<file path="src/bsdh_pkg.sv">
package bsdh_pkg;

  // ****************************************
  // Control variants
  // ****************************************
  typedef enum logic [1:0] {
    BSDH_PLAIN_HANDSHAKE,
    BSDH_CHAINED,
    BSDH_NO_CONTROL
  } bsdh_variant_e;

  // ****************************************
  // Datapath defaults
  // ****************************************
  localparam int BSDH_DATA_W = 16;
  localparam int BSDH_LATENCY = 4;
  localparam int BSDH_READY_STAGE = 1;
  localparam logic [15:0] BSDH_RESULT_RST = 16'h0000;
  localparam logic [15:0] BSDH_RESULT_ADD = 16'h0001;

endpackage

</file>
<file path="src/bsdh_datapath.sv">
`timescale 1ns/1ps

// Worker: inputs read in the first cycle, result ready after LATENCY cycles.
module bsdh_datapath
  import bsdh_pkg::*;
#(
  parameter int DATA_W = BSDH_DATA_W,
  parameter int LATENCY = BSDH_LATENCY
) (
  input wire logic clk,
  input wire logic rst,
  input wire logic launch,
  input wire logic hold,
  input wire logic [DATA_W-1:0] operand,
  output logic [DATA_W-1:0] result,
  output logic last_cycle
);

  logic [7:0] count;
  logic [7:0] next_count;
  logic [DATA_W-1:0] acc;
  logic [DATA_W-1:0] next_acc;

  always_comb begin
    next_count = count;
    next_acc = acc;
    if (launch) begin
      next_count = 8'(LATENCY - 1);
      next_acc = operand;
    end else if (!hold && count != 8'h00) begin
      next_count = count - 8'h01;
      next_acc = acc + DATA_W'(BSDH_RESULT_ADD);
    end
  end

  always_ff @(posedge clk) begin
    if (rst) begin
      count <= 8'h00;
      acc <= DATA_W'(BSDH_RESULT_RST);
    end else begin
      count <= next_count;
      acc <= next_acc;
    end
  end

  assign result = acc;
  assign last_cycle = (count == 8'h01);

endmodule // bsdh_datapath

</file>
<file path="src/bsdh_ctrl.sv">
`timescale 1ns/1ps

module bsdh_ctrl
  import bsdh_pkg::*;
#(
  parameter bsdh_variant_e VARIANT = BSDH_PLAIN_HANDSHAKE,
  parameter bit PIPELINED = 1'b0,
  parameter bit HAS_RETURN = 1'b1,
  parameter int DATA_W = BSDH_DATA_W,
  parameter int LATENCY = BSDH_LATENCY
) (
  input wire logic CLK,
  input wire logic SYS_RST,
  input wire logic START_REQ,
  input wire logic CONTINUE_IN,
  input wire logic [DATA_W-1:0] OPERAND,
  output logic IDLE_FLAG,
  output logic READY_FLAG,
  output logic DONE_FLAG,
  output logic [DATA_W-1:0] RETURN_VALUE
);

  // ****************************************
  // Variant decode
  // ****************************************
  // Ports of unused variants stay in the header but are tied off inside,
  // so one netlist shape serves all three variants.
  localparam bit NO_CTRL = (VARIANT == BSDH_NO_CONTROL);
  localparam bit CHAINED = (VARIANT == BSDH_CHAINED);

  typedef enum logic [1:0] {
    ST_IDLE,
    ST_RUN,
    ST_HOLD
  } bsdh_state_e;

  bsdh_state_e state;
  bsdh_state_e next_state;
  logic idle_q;
  logic next_idle;
  logic ready_q;
  logic next_ready;
  logic done_q;
  logic next_done;
  logic [DATA_W-1:0] ret_q;
  logic [DATA_W-1:0] next_ret;
  logic [7:0] age;
  logic [7:0] next_age;
  logic ready_seen;
  logic next_ready_seen;
  logic start_eff;
  logic cont_eff;
  logic launch;
  logic hold;
  logic last_cycle;
  logic [DATA_W-1:0] dp_result;

  // No-control blocks run freely; plain blocks never see back-pressure
  assign start_eff = NO_CTRL ? 1'b1 : START_REQ;
  assign cont_eff = CHAINED ? CONTINUE_IN : 1'b1;

  // ****************************************
  // Worker
  // ****************************************
  bsdh_datapath #(
    .DATA_W(DATA_W),
    .LATENCY(LATENCY)
  ) u_dp (
    .clk(CLK),
    .rst(SYS_RST),
    .launch(launch),
    .hold(hold),
    .operand(OPERAND),
    .result(dp_result),
    .last_cycle(last_cycle)
  );

  // ****************************************
  // Handshake control
  // ****************************************
  // Done is registered so the result and done_flag leave flops together.
  always_comb begin
    next_state = state;
    next_idle = idle_q;
    next_ready = 1'b0;
    next_done = 1'b0;
    next_ret = ret_q;
    next_age = age;
    next_ready_seen = ready_seen;
    launch = 1'b0;
    hold = 1'b0;
    unique case (state)
      ST_IDLE: begin
        if (start_eff) begin
          launch = 1'b1;
          next_state = ST_RUN;
          next_idle = 1'b0;
          next_age = 8'h01;
          next_ready_seen = 1'b0;
        end
      end
      ST_RUN: begin
        next_age = (age == 8'hFF) ? age : age + 8'h01;
        // Pipelined: accept next inputs at a fixed early stage
        if (PIPELINED && !ready_seen && age == 8'(BSDH_READY_STAGE)) begin
          next_ready = 1'b1;
          next_ready_seen = 1'b1;
        end
        if (last_cycle) begin
          next_done = 1'b1;
          next_ret = dp_result;
          if (!PIPELINED || !ready_seen) begin
            next_ready = 1'b1;
          end
          next_state = ST_HOLD;
        end
      end
      ST_HOLD: begin
        // done_flag is on the pins this cycle
        if (!cont_eff) begin
          next_done = 1'b1;
          hold = 1'b1;
        end else if (start_eff) begin
          launch = 1'b1;
          next_state = ST_RUN;
          next_age = 8'h01;
          next_ready_seen = 1'b0;
          next_idle = 1'b0;
        end else begin
          next_state = ST_IDLE;
          next_idle = 1'b1;
        end
      end
      default: begin
        next_state = ST_IDLE;
        next_idle = 1'b1;
      end
    endcase
  end

  always_ff @(posedge CLK) begin
    if (SYS_RST) begin
      state <= ST_IDLE;
      idle_q <= 1'b1;
      ready_q <= 1'b0;
      done_q <= 1'b0;
      ret_q <= DATA_W'(BSDH_RESULT_RST);
      age <= 8'h00;
      ready_seen <= 1'b0;
    end else begin
      state <= next_state;
      idle_q <= next_idle;
      ready_q <= next_ready;
      done_q <= next_done;
      ret_q <= next_ret;
      age <= next_age;
      ready_seen <= next_ready_seen;
    end
  end

  // ****************************************
  // Outputs
  // ****************************************
  // A function without a result keeps the port at zero
  assign IDLE_FLAG = NO_CTRL ? 1'b0 : idle_q;
  assign READY_FLAG = NO_CTRL ? 1'b0 : ready_q;
  assign DONE_FLAG = NO_CTRL ? 1'b0 : done_q;
  assign RETURN_VALUE = HAS_RETURN ? ret_q : '0;

  // ****************************************
  // Checks
  // ****************************************
  property p_reset_idle;
    @(posedge CLK) $past(SYS_RST) |-> idle_q && !ready_q && !done_q;
  endproperty
  a_reset_idle: assert property (p_reset_idle) else $error("bad reset state");

  property p_stay_idle;
    @(posedge CLK) disable iff (SYS_RST)
      (state == ST_IDLE && !start_eff) |=> (state == ST_IDLE && !ready_q && !done_q);
  endproperty
  a_stay_idle: assert property (p_stay_idle) else $error("started without start");

  property p_idle_drop;
    @(posedge CLK) disable iff (SYS_RST)
      (state == ST_IDLE && start_eff) |=> !idle_q;
  endproperty
  a_idle_drop: assert property (p_idle_drop) else $error("idle not dropped");

  property p_ready_with_done;
    @(posedge CLK) disable iff (SYS_RST)
      (!PIPELINED && $rose(done_q)) |-> ready_q;
  endproperty
  a_ready_with_done: assert property (p_ready_with_done) else $error("ready not with done");

  property p_idle_after_done;
    @(posedge CLK) disable iff (SYS_RST)
      (done_q && cont_eff && !start_eff) |=> idle_q && !done_q;
  endproperty
  a_idle_after_done: assert property (p_idle_after_done) else $error("idle late");

  property p_continue_busy;
    @(posedge CLK) disable iff (SYS_RST)
      (done_q && cont_eff && start_eff) |=> !idle_q ##1 !idle_q;
  endproperty
  a_continue_busy: assert property (p_continue_busy) else $error("idle while continuing");

  property p_stall_hold;
    @(posedge CLK) disable iff (SYS_RST)
      (done_q && !cont_eff) |=> done_q && $stable(ret_q);
  endproperty
  a_stall_hold: assert property (p_stall_hold) else $error("stall lost done");

  property p_done_latency;
    @(posedge CLK) disable iff (SYS_RST)
      (state == ST_IDLE && start_eff && cont_eff) |-> ##LATENCY done_q;
  endproperty
  a_done_latency: assert property (p_done_latency) else $error("done late");

  property p_ready_after_start;
    @(posedge CLK) disable iff (SYS_RST)
      $rose(ready_q) |-> !idle_q;
  endproperty
  a_ready_after_start: assert property (p_ready_after_start) else $error("ready while idle");

  c_start: cover property (@(posedge CLK) state == ST_IDLE && start_eff);
  c_back_to_back: cover property (@(posedge CLK) done_q && start_eff && cont_eff);
  c_stall: cover property (@(posedge CLK) done_q && !cont_eff ##1 done_q);
  c_stop: cover property (@(posedge CLK) done_q ##1 idle_q);

endmodule // bsdh_ctrl

</file>
<file path="config.mk">
export PLATFORM = sky130hd
export DESIGN_NAME = bsdh_ctrl
export DESIGN_NICKNAME = d
export VERILOG_FILES = /design/src/bsdh_pkg.sv /design/src/bsdh_datapath.sv /design/src/bsdh_ctrl.sv
export SDC_FILE = /design/constraint.sdc
export NUM_CORES = 1
export LEC_CHECK = 0
export ABC_AREA = 1
export BUFFER_PORTS_ARGS = -buffer_cell sky130_fd_sc_hd__buf_2
export CAP_MARGIN = 10
export CORE_MARGIN = 2
export CORE_UTILIZATION = 40
export DETAILED_ROUTE_END_ITERATION = 8
export PLACE_DENSITY_LB_ADDON = 0.2
export SETUP_SLACK_MARGIN = 0.2
export SLEW_MARGIN = 20
export SYNTH_ARGS = -nofsm -noshare
export SYNTH_HDL_FRONTEND = slang
export SYNTH_SLANG_ARGS = --single-unit
</file>
<file path="constraint.sdc">
create_clock -name CLK -period 2.8 [get_ports CLK]
set_clock_uncertainty 0.2 [all_clocks]
set_input_delay 0.28 -clock CLK [delete_from_list [all_inputs] [get_ports CLK]]
set_output_delay 0.28 -clock CLK [all_outputs]
set_load 0.05 [all_outputs]
</file>
=== After elaboration in Yosys (flattened, before gate mapping) ===
Cells that the tools add are included.

* Register bits: 44
* Input bits: 20
* Output and inout bits: 19
* Logic and storage cells: 38

* Add/subtract/negate cells: 2
* Equal/unequal tests: 5
* Multiplexer cells: 14
* Bitwise operators: 1
* Reductions and logical operators: 9

{| class="wikitable"
|+ Operators by type and width
! cell !! number
|-
| 16-bit two-way mux || 2
|-
| 16-bit by 1-bit adder with 16-bit output (second input constant) || 1
|-
| 8-bit by 1-bit == test with 1-bit output (second input constant) || 1
|-
| 2-bit two-way mux || 4
|-
| 8-bit nonzero test || 1
|-
| 8-bit by 1-bit subtractor with 8-bit output (second input constant) || 1
|-
| 1-bit two-way mux || 6
|-
| 2-bit case mux with 3 select lines || 1
|-
| 2-bit AND reduction || 3
|-
| 2-bit OR reduction || 3
|-
| 2-bit inequality test (second input constant) || 2
|-
| 1-bit case mux with 3 select lines || 1
|-
| 2-bit by 1-bit == test with 1-bit output (second input constant) || 1
|-
| 2-bit == test (second input constant) || 1
|-
| 2-bit zero test || 1
|-
| 2-bit nonzero test || 1
|-
| 1-bit NOT || 1
|}

=== Longest topological paths before layout ===
* Depth after elaboration: 4
* Depth in mapped cells: 10
* Mapped depth without buffers: 10

=== By module ===
Synthesis repeated with hierarchy kept, for this count alone.

* Cell total of the unflattened synthesis: 367
* Area, all modules: 2363.5 um2

{| class="wikitable"
|+ Modules (own cells, without submodules)
! module !! times used !! cells each !! area each (um2) !! sequential area each (um2)
|-
| bsdh_datapath || 1 || 249 || 1541.5 || 480.5
|-
| bsdh_ctrl || 1 || 118 || 822.0 || 400.4
|}

=== Worst setup path before layout ===
Ideal clock, no wire load.

* Path kind: register -> register
* Start point: register u_dp.count[0]
* End point: register u_dp.acc[14], in the netlist u_dp.result[14]
* Library setup time: 138 ps
* Arrival time: 1278 ps
* Data required time: 2462 ps
* Path slack: 1184 ps
* Cell stages (with the launch flop): 11
* Path buffers: 1
* Period minus slack after synthesis: 1616 ps
* Cells stage by stage: dfxtp_1 -> inv_1 -> ha_1 -> nand2_4 -> nor2_8 -> nand2_4 -> inv_6 -> buf_12 -> nor2_1 -> nand2_1 -> a21oi_2

* Word-level cells in the longest chain between the ends: 2

{| class="wikitable"
|+ Ends and longest elaborated chain
! element !! RTL line !! RTL
|-
| start: declaration || bsdh_datapath.sv:19 || <nowiki>logic [7:0] count;</nowiki>
|-
| start signal: assignment || bsdh_datapath.sv:41 || <nowiki>count <= next_count;</nowiki>
|-
| 8-bit nonzero test || bsdh_datapath.sv:30 || <nowiki>end else if (!hold && count != 8'h00) begin</nowiki>
|-
| 2-bit nonzero test (no source line) || -- ||
|-
| end signal: assignment || bsdh_datapath.sv:39 || <nowiki>acc <= DATA_W'(BSDH_RESULT_RST);</nowiki>
|-
| end signal: assignment || bsdh_datapath.sv:42 || <nowiki>acc <= next_acc;</nowiki>
|-
| end: declaration || bsdh_datapath.sv:21 || <nowiki>logic [DATA_W-1:0] acc;</nowiki>
|}

No other way between the ends.
A chain may end at the register's enable or synchronous reset.

=== Worst setup path in the final report ===
* Start point: register state[0]
* End point: register u_dp.count[3]

* Word-level cells in the longest chain between the ends: 4
* Elaborated cells on any way between the ends: 5
* Classes of those cells: eq/ne: 1; mux: 1; reduce/logical: 3

{| class="wikitable"
|+ Ends and longest elaborated chain
! element !! RTL line !! RTL
|-
| start: declaration || bsdh_ctrl.sv:37 || <nowiki>bsdh_state_e state;</nowiki>
|-
| start signal: assignment || bsdh_ctrl.sv:151 || <nowiki>state <= next_state;</nowiki>
|-
| 2-bit == test or 2-bit zero test (tied branches) || -- ||
|-
| 2-bit OR reduction (no source line) * || -- ||
|-
| 1-bit two-way mux * || -- ||
|-
| 2-bit OR reduction (no source line) * || -- ||
|}

Mark *: on every way between the ends. The rest lies on a longest branch, timed or not.

==> results.toml <==
[sta]
whs_ns = 0.0598
max_slew_margin_pct = 52.7
clock.fmax_mhz = 539
max_slew.worst_pin.slew_ns = 0.708
maxSlewViolCount = 0
final-setup-viol-count = 0
post_layout_minimum_cycle_time_ns = 1.86
setup_tns_ns = 0
min_period_over_period_pct = 66.3
rsz0062_at_grt = "false"
finalHoldViolCount = 0

[synthesis]
ys_seq_area_share_pct = 39.3
postSynthAreaPerCell_um2 = 7.14
syn-num-nets = 338
mappedNetlistArea_um2 = 2240
ys_seq_elements = 44
ys_async_sr_fraction_pct = 0
synth_edf_count = 0
yosysWarningCount = 0
syn_inst = 314
dominantRegCellSynth = "dfxtp_1"
synth_cell_type_count = 32

[worst_hold_path]
min-delay-start = "OPERAND[1]"
worst_hold_path.endpoint = "u_dp.result[1]$_SDFFE_PP0P_"
worst_hold_path_cells = 3
min-delay-path-class = "input port to flop"

[detailed_routing]
route.antenna.remaining_nets = 0
drc = 0
detailedRoute.firstIterationViolations = 143
drt-wirelength-per-cell_um = 12.1
detail_route.wirelength_um = 5080
vias = 2077
vias_per_cell = 4.93
drt-pass1-iter-count = 4

[power]
leakagePower_nw = 1.13
vdd_ir_drop_max_uv = 375
clkPwrFrac_pct = 20.6
p_int_mw = 1.32
switching_share_pct = 43.3
p_comb_share_pct = 42.1
power.sequential.fraction_pct = 37.3
power.density_cell_area_nw_per_um2 = 910
netSwitchingPower_mw = 1.01

[floorplan]
start_util_pct = 40.9
die-height_um = 78.9
count_of_pins_on_the_block_boundary = 39
die_outline_area_um2 = 6220
core_um2 = 5470
die-width_um = 78.9
placement_rows = 27

[layout]
layout-drive-gt1-share_pct = 20.6
multi_input_area_um2 = 1160
area_delta_synth_final_pct = 14.1
design.final.nets = 372
fin_util_pct = 46.7
diodes = 0
fillerInstances = 564
ff_latch_area_um2 = 881

[placed_design]
port_buffers = 37
last_weighted_congestion_value_of_the_routability_driven_placer = 0.809
post-dp-hpwl_um = 3690

[clock_tree]
cts.sink_count = 44
cts_resized = 0
cts.clk_slew.worst_paths_ns = 0.08
cts_made_buffers = 5
cts_setup_buffers = 0
post_cts_hold_buffers = 0
tritoncts = "yes"
cts-root-buf = "clkbuf_8"
h-tree-depth = 2
worst_skew_pair.late_latency_ns = 0.30
max_root_sink_buffers = 2

[grt]
pin_count_of_the_biggest_net_entering_global_routing = 31
initial_antenna_violation_count = 0
grt_first_pass_wirelength_um = 8950
grt_pass1_vias = 1952
grt.overflow.total = 0
grt_use_total_pct = 18.0

[critical_path]
endpoint_kind = "flop"
worst-r2r-setup-slack_ns = 0.94
arrival_ns = 1.88
r2r-start = "state[0]$_SDFFE_PP0P_"
crit_type = "flop to flop"
critical_path.max_fanout = 30
worst_ep_required_time_ns = 2.82
setup.worst_path.start_class = "flop"
worstReg2RegEnd = "u_dp.count[3]$_SDFFE_PP0P_"
worst_r2r_path_depth = 7

[run]
maxCapViolCount = 0

[status]
run_status = "finished clean"
flip-flops by register name, summed over array words and instances (netlist names):
signal,flops
u_dp.result,16
DONE_FLAG,1
u_dp.count,8
RETURN_VALUE,16
IDLE_FLAG,1
state,2
cell usage after synthesis (2+ instances only):
cell / instances / area (µm²)
o21ai_1: 4 / 20.0
o21ai_0: 24 / 120
o211ai_1: 4 / 30.0
a21oi_2: 10 / 87.6
nand2_4: 2 / 22.5
nand3b_1: 2 / 15.0
inv_1: 28 / 105
nand2_2: 7 / 43.8
nor2_1: 52 / 195
nand4_1: 5 / 31.3
a21oi_1: 23 / 115
buf_2: 5 / 25.0
dfxtp_1: 44 / 881
nand3_1: 20 / 100
ha_1: 4 / 50.1
nand2_1: 61 / 229
buf_1: 2 / 7.51
inv_2: 3 / 11.3
through the flow:
step | worst slack [ns] | power (mW) | instances | area [µm²]
after floorplan | 1.18 | 1.70 | 314 | 2240
final | 0.943 | 2.33 | 421 | 2560
after global placement | 0.933 | 1.86 | 413 | 2450
after detailed placement | 0.889 | 1.87 | 413 | 2450
after global routing | 0.704 | 2.52 | 421 | 2560
after CTS | 0.912 | 2.35 | 421 | 2560
layout make-up:
type	instances	area share (%)
Inverter	32	4.89
Clock buffer	6	2.84
Tap cell	72	3.52
Clock inverter	2	1.37
Timing Repair Buffer	38	7.54
Multi-Input combinational cell	227	45.4
Sequential cell	44	34.5
per-layer routing:
layer | track usage [%] | up-vias | part of all wire, %
li1 | - | 1087 | -
met1 | 23.3 | 944 | 48
met2 | 30.3 | 41 | 46
met3 | 3.64 | 5 | 4.6
met4 | 5.17 | 0 | 1.1
met5 | 0 | - | 0
worst max-delay path by stage:
stage	end	start	slack, ns
floorplan	u_dp.result[14]$_SDFFE_PP0P_	u_dp.count[0]$_SDFFE_PP0P_	1.18
global placement	u_dp.count[3]$_SDFFE_PP0P_	START_REQ	0.93
detailed placement	u_dp.count[3]$_SDFFE_PP0P_	START_REQ	0.89
CTS	u_dp.count[3]$_SDFFE_PP0P_	state[0]$_SDFFE_PP0P_	0.91
global route	u_dp.count[3]$_SDFFE_PP0P_	state[0]$_SDFFE_PP0P_	0.70
finish	u_dp.count[3]$_SDFFE_PP0P_	state[0]$_SDFFE_PP0P_	0.94
power by group through the flow:
stage               Clock (mW)  Sequential, mW  Combinational (mW)
floorplan                    0           0.991               0.709
global placement             0           0.881               0.974
detailed placement           0           0.884               0.986
CTS                      0.490           0.870               0.992
global route             0.519           0.893                1.10
finish                   0.479           0.869               0.979
logic make-up after synthesis:
| family | count (synthesis) | share of synthesized area [%] |
|---|---|---|
| XOR/XNOR | 2 | 0.782 |
| buffers and inverters | 43 | 8.93 |
| AO/OA/AOI/OAI | 67 | 17.3 |
| flip-flops | 44 | 39.3 |
| AND/OR/NAND/NOR | 154 | 31.4 |
| adder cells (fa/ha/maj) | 4 | 2.23 |
cell usage in the layout (no fill, tap or decap), drive strengths merged:
cell type,count
clkbuf,6
nand4,6
bufinv,1
nand3,21
o211ai,4
xor2,1
nand3b,2
nor3,1
o21ai,28
inv,32
ha,4
nand2,70
dfxtp,44
nor2,54
xnor2,1
a21oi,33
a31oi,1
buf,38
clkinv,1
o221ai,1
worst max-delay path, cell delays in order, from the launching register on:
cell	delay, ns
dfxtp_1	0.31
inv_1	0.04
nand2_1	0.07
buf_4	0.32
inv_1	0.29
nor2_1	0.24
nand2_1	0.15
a21oi_1	0.15
No activity file was read; power rests on OpenSTA's default activity.
